### src/inc/wdc_pkg.sv
package wdc_pkg;
    // ------------------------------------------------------------
    // register map
    // ------------------------------------------------------------
    localparam logic [7:0] WDC_ADDR_COUNT_CONTROL = 8'hD8;
    localparam logic [7:0] WDC_RST_HW             = 8'hFF;
    localparam logic [7:0] WDC_RST_SW             = 8'hFE;
    localparam int         WDC_BIT_ACTIVATE       = 0;
    localparam int         WDC_BIT_SOFT_RESET     = 1;
    localparam int         WDC_FIELD_LO           = 2;
    localparam int         WDC_FIELD_HI           = 7;
    // ------------------------------------------------------------
    // timing
    // ------------------------------------------------------------
    localparam int         WDC_STEP_CYCLES        = 3072;
    localparam logic [11:0] WDC_PRESCALE_LAST     = 12'(WDC_STEP_CYCLES - 1);
endpackage : wdc_pkg

### src/inc/wdc_tick_if.sv
`timescale 1ns/1ps
interface wdc_tick_if;
    logic restart;
    logic tick;
    modport src (input restart, output tick);
    modport dst (output restart, input tick);
endinterface : wdc_tick_if

### src/design/wdc_prescaler.sv
`timescale 1ns/1ps
module wdc_prescaler
    import wdc_pkg::*;
(
    input wire logic clk,
    input wire logic nrst,
    wdc_tick_if.src  tk
);
    logic [11:0] cnt_q;
    logic [11:0] cnt_d;
    wire         at_last = (cnt_q == WDC_PRESCALE_LAST);

    // ------------------------------------------------------------
    // divide by step count, restarted by register writes
    // ------------------------------------------------------------
    assign cnt_d   = (tk.restart || at_last) ? 12'h000 : cnt_q + 12'h001;
    assign tk.tick = at_last && !tk.restart;

    always_ff @(posedge clk or negedge nrst) begin
        if (!nrst) cnt_q <= 12'h000;
        else       cnt_q <= cnt_d;
    end
endmodule : wdc_prescaler

### src/design/wdc_watchdog.sv
`timescale 1ns/1ps
module wdc_watchdog
    import wdc_pkg::*;
(
    input  wire logic       clk,
    input  wire logic       nrst,
    input  wire logic       option_strap_pin,
    input  wire logic [7:0] bus_addr,
    input  wire logic [7:0] bus_wdata,
    input  wire logic       bus_wr,
    output logic      [7:0] bus_rdata,
    input  wire logic       stop_req,
    output logic            stop_as_wait,
    output logic            chip_reset_req
);
    // ------------------------------------------------------------
    // helpers
    // ------------------------------------------------------------
    function automatic logic [5:0] rev6(input logic [5:0] v);
        for (int i = 0; i < 6; i++) rev6[i] = v[5 - i];
    endfunction : rev6

    function automatic logic [6:0] rev7(input logic [6:0] v);
        for (int i = 0; i < 7; i++) rev7[i] = v[6 - i];
    endfunction : rev7

    typedef enum logic [2:0] {
        WDC_ST_INIT  = 3'b001,
        WDC_ST_TIMER = 3'b010,
        WDC_ST_WATCH = 3'b100
    } wdc_state_t;

    wdc_state_t  state_q;
    wdc_state_t  state_d;
    logic [7:0]  reg_q;
    logic [7:0]  reg_d;
    logic        rst_pulse_q;
    logic        rst_pulse_d;

    wdc_tick_if  tk ();

    wdc_prescaler u_pre (
        .clk  (clk),
        .nrst (nrst),
        .tk   (tk)
    );

    // ------------------------------------------------------------
    // decode
    // ------------------------------------------------------------
    wire        wr_hit   = bus_wr && (bus_addr == WDC_ADDR_COUNT_CONTROL);
    wire        hw_opt   = !option_strap_pin;
    wire        active   = (state_q == WDC_ST_WATCH);
    wire        tick     = tk.tick && (state_q != WDC_ST_INIT);
    // field counted with reversed significance
    wire  [5:0] field    = rev6(reg_q[WDC_FIELD_HI:WDC_FIELD_LO]);
    wire  [5:0] field_dn = rev6(field - 6'h01);
    wire  [6:0] tmr_dn   = rev7(rev7(reg_q[7:1]) - 7'h01);
    wire        wrap     = active && tick && !wr_hit && (field == 6'h00);
    // activation bit is sticky once set
    wire        act_new  = active || (wr_hit && bus_wdata[WDC_BIT_ACTIVATE]);
    wire  [7:0] wr_val   = {bus_wdata[7:1], act_new};
    wire        sr_clear = active && wr_hit && !bus_wdata[WDC_BIT_SOFT_RESET];
    wire        arm_bad  = (state_q == WDC_ST_TIMER) && wr_hit
                           && bus_wdata[WDC_BIT_ACTIVATE]
                           && !bus_wdata[WDC_BIT_SOFT_RESET];

    assign tk.restart     = wr_hit;
    assign bus_rdata      = reg_q;
    assign stop_as_wait   = active && stop_req;
    assign chip_reset_req = rst_pulse_q;

    // ------------------------------------------------------------
    // next state
    // ------------------------------------------------------------
    always_comb begin
        state_d     = state_q;
        reg_d       = reg_q;
        rst_pulse_d = 1'b0;
        case (state_q)
            WDC_ST_INIT: begin
                // strap caught after reset release
                if (hw_opt) begin
                    state_d = WDC_ST_WATCH;
                    reg_d   = WDC_RST_HW;
                end else begin
                    state_d = WDC_ST_TIMER;
                    reg_d   = WDC_RST_SW;
                end
            end
            WDC_ST_TIMER: begin
                if (wr_hit) begin
                    reg_d = wr_val;
                    if (act_new) state_d = WDC_ST_WATCH;
                    rst_pulse_d = arm_bad;
                end else if (tick) begin
                    reg_d = {tmr_dn, 1'b0};
                end
            end
            WDC_ST_WATCH: begin
                if (wr_hit) begin
                    reg_d       = wr_val;
                    rst_pulse_d = sr_clear;
                end else if (tick) begin
                    reg_d = {field_dn, reg_q[1:0]};
                    rst_pulse_d = wrap;
                end
            end
            default: begin
                state_d = WDC_ST_INIT;
            end
        endcase
    end

    // ------------------------------------------------------------
    // registers
    // ------------------------------------------------------------
    always_ff @(posedge clk or negedge nrst) begin
        if (!nrst) begin
            state_q     <= WDC_ST_INIT;
            reg_q       <= WDC_RST_HW;
            rst_pulse_q <= 1'b0;
        end else begin
            state_q     <= state_d;
            reg_q       <= reg_d;
            rst_pulse_q <= rst_pulse_d;
        end
    end
endmodule : wdc_watchdog

### config.mk
export PLATFORM = sky130hd
export DESIGN_NAME = wdc_watchdog
export DESIGN_NICKNAME = d
export VERILOG_FILES = /design/src/inc/wdc_pkg.sv /design/src/inc/wdc_tick_if.sv /design/src/design/wdc_prescaler.sv /design/src/design/wdc_watchdog.sv
export SDC_FILE = /design/constraint.sdc
export NUM_CORES = 1
export LEC_CHECK = 0
export ABC_AREA = 0
export ABC_CLOCK_PERIOD_IN_PS = 4550
export BUFFER_PORTS_ARGS = -buffer_cell sky130_fd_sc_hd__buf_4
export CORE_MARGIN = 2
export CORE_UTILIZATION = 42
export DETAILED_ROUTE_END_ITERATION = 10
export GPL_TIMING_DRIVEN = 0
export PLACE_DENSITY = 0.73
export SLEW_MARGIN = 20
export SYNTH_ARGS = -nofsm -noshare
export SYNTH_HDL_FRONTEND = slang
export SYNTH_SLANG_ARGS = --single-unit
### constraint.sdc
create_clock -name clk -period 4.55 [get_ports clk]
set_clock_uncertainty 0.05 [all_clocks]
set_input_delay 0.6825 -clock clk [delete_from_list [all_inputs] [get_ports clk]]
set_output_delay 0.6825 -clock clk [all_outputs]
set_load 0.1 [all_outputs]
==> metrics.cfg, run 1 <==
[run_status]
status=finished, final reports clean

[sta]
drv_slew=0
rsz0062_at_grt=false
setup_ws_ps=1770
hold_viol=0
setup_viol=0
timing.final.crit_period_ps=2780
slew_headroom_pct=63.0
timing.setup.tns_ps=0
hold_ws_ps=201
max_freq_mhz=360
tightestPinTransition_ps=553
finalCritPeriodShare_pct=61.1

[setup_path]
endpoint_kind=output pin
criticalPathCategory=flip-flop to output pin
crit_start=state_q[1]$_DFFE_PN0P_
crit_required_ps=3820
critical_path.max_fanout=10
critPathCapture=stop_as_wait
rr_endpoint=bus_rdata[6]$_DFFE_PN1P_
cp-start-kind=flip-flop
rr_worst_depth=6
cp.arrival_ps=2050
rrSetupSlack_ps=2480
r2r-start=u_pre.cnt_q[0]$_DFF_PN0_

[synthesis]
yosys_warnings=0
syn-num-nets=174
syn_avg_cell_area_sq_um=9.78
synth-seq-cells=24
netlist_top_cells_area=dfrtp_1 (26%), dfstp_2 (16%), nor2_1 (6.1%), xnor2_1 (3.6%), xor2_1 (3.6%)
synth_top_area_share_pct=25.6
ys_seq_area_share_pct=41.7
synth_cells=150
async_reset_ff_share_pct=100
synth_edf_count=0
synth_area_leader_cell=dfrtp_1
ys.flop_type=dfrtp_1
syn-cell-area_sq_mm=0.00147
synth.distinct_cells=48

[global_routing]
grt_pass1_vias=1219
met3_usage_pct=2.50
grt_util_all_layers_pct=16.2
grt_pass1_wl_mm=5.24
met1_usage_pct=20.0
overflow=0
grt_max_degree=25
grt.busiest_layer=met2
antenna_found_initial=0
use_met2_pct=29.7

[power]
powerDensity_mw_per_mm2=296
p_leak_nw=0.805
finalPower_uw=529
vdd_drop_max_mv=0.113

[placement]
io_buffers=30
dp_hpwl_mm=2.34
gp_congestion=0.764
pre_cts_slack_ps=2130
dpl.cell_count=226
post_dp_cell_area_sq_mm=0.00175

[route]
drc=0
drt_iter0_drc=65
postRouteAntennaNets=0
num_vias=1204
first_pass_iters=4
avgViaCountPerCell=5.23
detail_route.wl_per_cell_um=13.0
wirelength_mm=3.00

[cts]
cts-buffers-inserted=3
cts-root-buf=clkbuf_4
cts_repair_resize_count=0
cts_setup_buffers=0
clock_sinks=24
htreeDepth=1
clk_latency_ps=300
hold_buffers=0
clk_pin_slew_ps=130
cts_tree=yes
cts_buffer_depth=2

[die]
fp.dieW_um=63.1
start_util_pct=43.9
dieArea_sq_mm=0.00398
die_y_um=63.1
rows=21
core_area_sq_mm=0.00334
io_pins=31

[finish]
stdcell_count=230
area_delta_synth_final_pct=21.8
final_common_cell=buf_4
nets=209
multi_input_area_sq_um=806
drive_gt1_share_pct=30.4
antennaDiodeCount=0
seq_area_sq_um=612
nFillCells=318
most-common-layout-cells=buf_4 (31), nor2_1 (24), dfrtp_1 (15), nand3_1 (10), dfstp_2 (9)
fin_area_sq_mm=0.00179
fin_util_pct=53.5

[run]
drv_cap=0

[worst_hold_path]
hp-class=primary input to asynchronous set/reset pin

==> Yosys cell counts, types with 2 or more instances <==
cell and n:
nand2_1 8, o21a_1 3, o21ai_0 3, a22oi_1 2, clkbuf_1 2, xor2_1 6, a21oi_1 5, and4b_1 2
dfstp_2 9, xnor2_1 6, inv_1 4, and3_1 5, nor3b_1 2, dfrtp_1 15, ha_1 3, nor2_1 24
and2_1 2, nand3_1 10, nor3_1 3, a21oi_2 2, mux2i_1 2, o22ai_1 3, a2bb2oi_1 4
==> registers in the layout, summed over array words and instances (netlist names) <==
signal / count
chip_reset_req: 1
u_pre.cnt_q: 12
bus_rdata: 8
state_q: 3
==> per-layer routing <==
| layer | wire length [um] | share of wire, % |
|---|---|---|
| met5 | 0 | 0 |
| met4 | 23 | 0.77 |
| met3 | 104 | 3.5 |
| met2 | 1490 | 50 |
| met1 | 1380 | 46 |
==> critical path, cell delays in order, from the launching register on <==
cell and delay, ps:
dfrtp_1 380, buf_4 160, or2b_1 260, nor2_1 440, and2_1 210, buf_4 290
==> where the power goes <==
part	total, mW	switching [mW]	internal (mW)
sequential	0.293	0.0444	0.249
clock	0.108	0.0596	0.0487
combinational	0.128	0.0689	0.0589
total	0.529	0.173	0.356
==> area by class of cell <==
type | instances | area share (%)
multi-input cells | 117 | 45.1
flip-flops and latches | 24 | 34.3
repair buffers | 30 | 12.6
well taps | 46 | 3.22
clock buffers | 4 | 2.03
plain buffers | 5 | 1.89
inverters | 4 | 0.841
==> kinds of logic (layout without fill, tap and decap cells) <==
logic type / count (synthesis) / after routing / share of synthesized area, %
mux: 4 / 4 / 3.16
flops: 24 / 24 / 41.7
fa+ha+maj: 3 / 3 / 2.56
buf+inv: 9 / 43 / 3.33
simple gates: 70 / 70 / 28.2
xor+xnor: 12 / 12 / 7.17
compound gates: 28 / 28 / 13.9
==> worst min path at each step <==
stage	end	start	slack [ps]
6_report	u_pre.cnt_q[11]$_DFF_PN0_	nrst	200
5_1_grt	u_pre.cnt_q[11]$_DFF_PN0_	nrst	200
4_1_cts	u_pre.cnt_q[11]$_DFF_PN0_	nrst	200
3_5_place_dp	u_pre.cnt_q[0]$_DFF_PN0_	u_pre.cnt_q[0]$_DFF_PN0_	410
3_3_place_gp	u_pre.cnt_q[0]$_DFF_PN0_	u_pre.cnt_q[0]$_DFF_PN0_	400
2_1_floorplan	chip_reset_req$_DFF_PN0_	nrst	340
(Power assumes the default switching activity.)
==> run 2, diff against run 1 <==
ABC_AREA = 1   (was 0)
ABC_CLOCK_PERIOD_IN_PS = 2640   (was 4550)
clock period = 2.64 ns   (was 4.55 ns; I/O delays follow)
==> run 2 against run 1 <==
  * Sequential power grew 140%
  * Clock power grew 150%
  * First-iteration DRC count shrank 26%
  * Synthesized cell count grew 33%
  * Die area grew 2.9%
  * Non-clock buffer count shrank 2
  * Cell area grew 4.0%
  * Combinational power grew to 11 times the previous value
  * Total power grew to 4.6 times the previous value
  * Highest routed layer unchanged
  * Setup slack lost 1200 ps
  * Worst hold slack gained 97 ps
  * Sequential share of layout area shrank 1.3 points
==> metrics.cfg, run 2 <==
[run_status]
status=finished, final reports clean

[sta]
timing.final.crit_period_ps=2060
slew_headroom_pct=73.3
setup_viol=0
max_freq_mhz=485
finalCritPeriodShare_pct=78.0
timing.setup.tns_ps=0
hold_viol=0
drv_slew=0
rsz0062_at_grt=false
tightestPinTransition_ps=398

[placement]
gp_congestion=0.819
io_buffers=30
dp_hpwl_mm=2.40
post_dp_cell_area_sq_mm=0.00179

[die]
dieArea_sq_mm=0.00409
rows=21
core_area_sq_mm=0.00339
die_y_um=64.0
fp.dieW_um=64.0
io_pins=31
start_util_pct=44.6

[setup_path]
crit_required_ps=2190
critical_path.max_fanout=7
endpoint_kind=output pin
criticalPathCategory=flip-flop to output pin
cp_slowest_stage_delay_ps=430
cp.arrival_ps=1610
crit_family=simple AND/OR/NAND/NOR gates
slowest_stage=dfrtp_1
crit_chain=nor3_4, inv_2, nor2_1, buf_4
cp_num_buf_inv=2
cp-start-kind=flip-flop

[synthesis]
ys_seq_area_share_pct=40.5
synth.distinct_cells=30
synth_edf_count=0
netlist_top_cells_area=dfrtp_1 (25%), dfstp_2 (16%), nand2_1 (13%), nand3_1 (7.3%), inv_1 (5.7%)
synth-seq-cells=24
synth_common_cells=nand2_1 (52), inv_1 (23), nor2_1 (23), nand3_1 (22), dfrtp_1 (15)
syn_avg_cell_area_sq_um=7.56
syn-num-nets=224
ys.flop_type=dfrtp_1
syn-cell-area_sq_mm=0.00151
synth_cells=200
synth_area_leader_cell=dfrtp_1
async_reset_ff_share_pct=100
synth.most_common_cell=nand2_1
synth_top_area_share_pct=24.8
yosys_warnings=0

[run]
drv_cap=0

[route]
num_vias=1369
first_pass_iters=4
wirelength_mm=3.18
postRouteAntennaNets=0
drc=0
drt_iter0_drc=48
avgViaCountPerCell=4.87
detail_route.wl_per_cell_um=11.3

[finish]
fin_util_pct=54.8
fin_area_sq_mm=0.00186
area_delta_synth_final_pct=22.8
most-common-layout-cells=nand2_1 (52), buf_4 (30), inv_1 (23), nor2_1 (23), nand3_1 (22)
nets=260
antennaDiodeCount=0
top_register=u_pre.cnt_q
largest_reg_flops=12
drive_gt1_share_pct=25.5
final_common_cell=nand2_1

[power]
p_leak_nw=0.928
vdd_drop_max_mv=0.892
finalPower_mw=2.45
powerDensity_mw_per_mm2=1320

[cts]
cts_setup_buffers=0
cts_buffer_depth=2
cts-buffers-inserted=3
htreeDepth=1
cts-root-buf=clkbuf_4
clk_latency_ps=320
cts_tree=yes
clk_pin_slew_ps=130
clock_sinks=24

[global_routing]
grt_max_degree=25
overflow=0
grt_pass1_vias=1256
grt_util_all_layers_pct=16.1
grt_pass1_wl_mm=5.28
antenna_found_initial=0

[worst_hold_path]
hp-class=primary input to flip-flop

==> run 2: cell types whose count changed after synthesis, moves of 5 or more <==
cell / change
xnor2_1: -5
nand2_1: +44
inv_1: +19
nand3_1: +12
==> run 2: metrics by stage <==
stage / worst slack, ps / hold WS [ps] / std cells
5_1_grt: 471 / 288 / 281
6_report: 580 / 299 / 281
3_3_place_gp: 930 / 260 / 276
4_1_cts: 569 / 290 / 281
3_5_place_dp: 913 / 266 / 276
2_1_floorplan: 154 / 50.4 / 200
==> run 2: final timing paths <==
kind,slack [ps],endpoint,startpoint,depth (start not counted)
max in group asynchronous,1810,bus_rdata[5]$_DFFE_PN1P_,nrst,2
min in group asynchronous,440,chip_reset_req$_DFF_PN0_,nrst,2
worst min register to register,430,u_pre.cnt_q[0]$_DFF_PN0_,u_pre.cnt_q[0]$_DFF_PN0_,1
worst max-delay path,580,stop_as_wait,state_q[1]$_DFFE_PN0P_,4
worst max register to register,900,bus_rdata[6]$_DFFE_PN1P_,u_pre.cnt_q[0]$_DFF_PN0_,10
worst min-delay path,300,state_q[1]$_DFFE_PN0P_,option_strap_pin,3
==> run 2: cell families (layout without fill, tap and decap cells) <==
logic type | count (synthesis) | after routing | share of synthesized area [%]
AO/OA/AOI/OAI | 19 | 19 | 7.53
XOR/XNOR | 4 | 4 | 2.32
adder cells (fa/ha/maj) | 3 | 3 | 2.48
buffers and inverters | 29 | 64 | 7.37
flip-flops | 24 | 24 | 40.5
AND/OR/NAND/NOR | 121 | 121 | 39.8
==> run 2: layout make-up <==
type                    count  area (sq um)
plain buffers               2          10.0
clock buffers               3          22.5
clock inverters             1          30.0
fillers                   346          1530
inverters                  27           101
multi-input cells         147           788
flip-flops and latches     24           612
well taps                  46          57.6
repair buffers             31           235
==> run 2: repair_timing <==
item,4_1_cts,5_1_grt
hold buffers,1,0
hold endpoints to repair,15,0
resized for setup,0,0
==> run 2: metal layers <==
metal  GRT usage, %  vias up  routed length (um)
met3           4.75        2                 186
li1               -      719                   -
met4           3.80        0                  19
met2           27.6       33                1490
met1           19.9      615                1480
met5              0        -                   0
==> run 2: where the power goes <==
group          leakage [nW]  internal, mW  total, mW  switching, mW
Combinational         0.617         0.424       1.47           1.04
Sequential            0.282         0.570      0.712          0.142
Clock                0.0279         0.154      0.268          0.114
==> run 2: tightest hold or removal path, delay by kind of cell <==
family          cells  cell delay, ps
buf+inv             2             180
compound gates      1              70
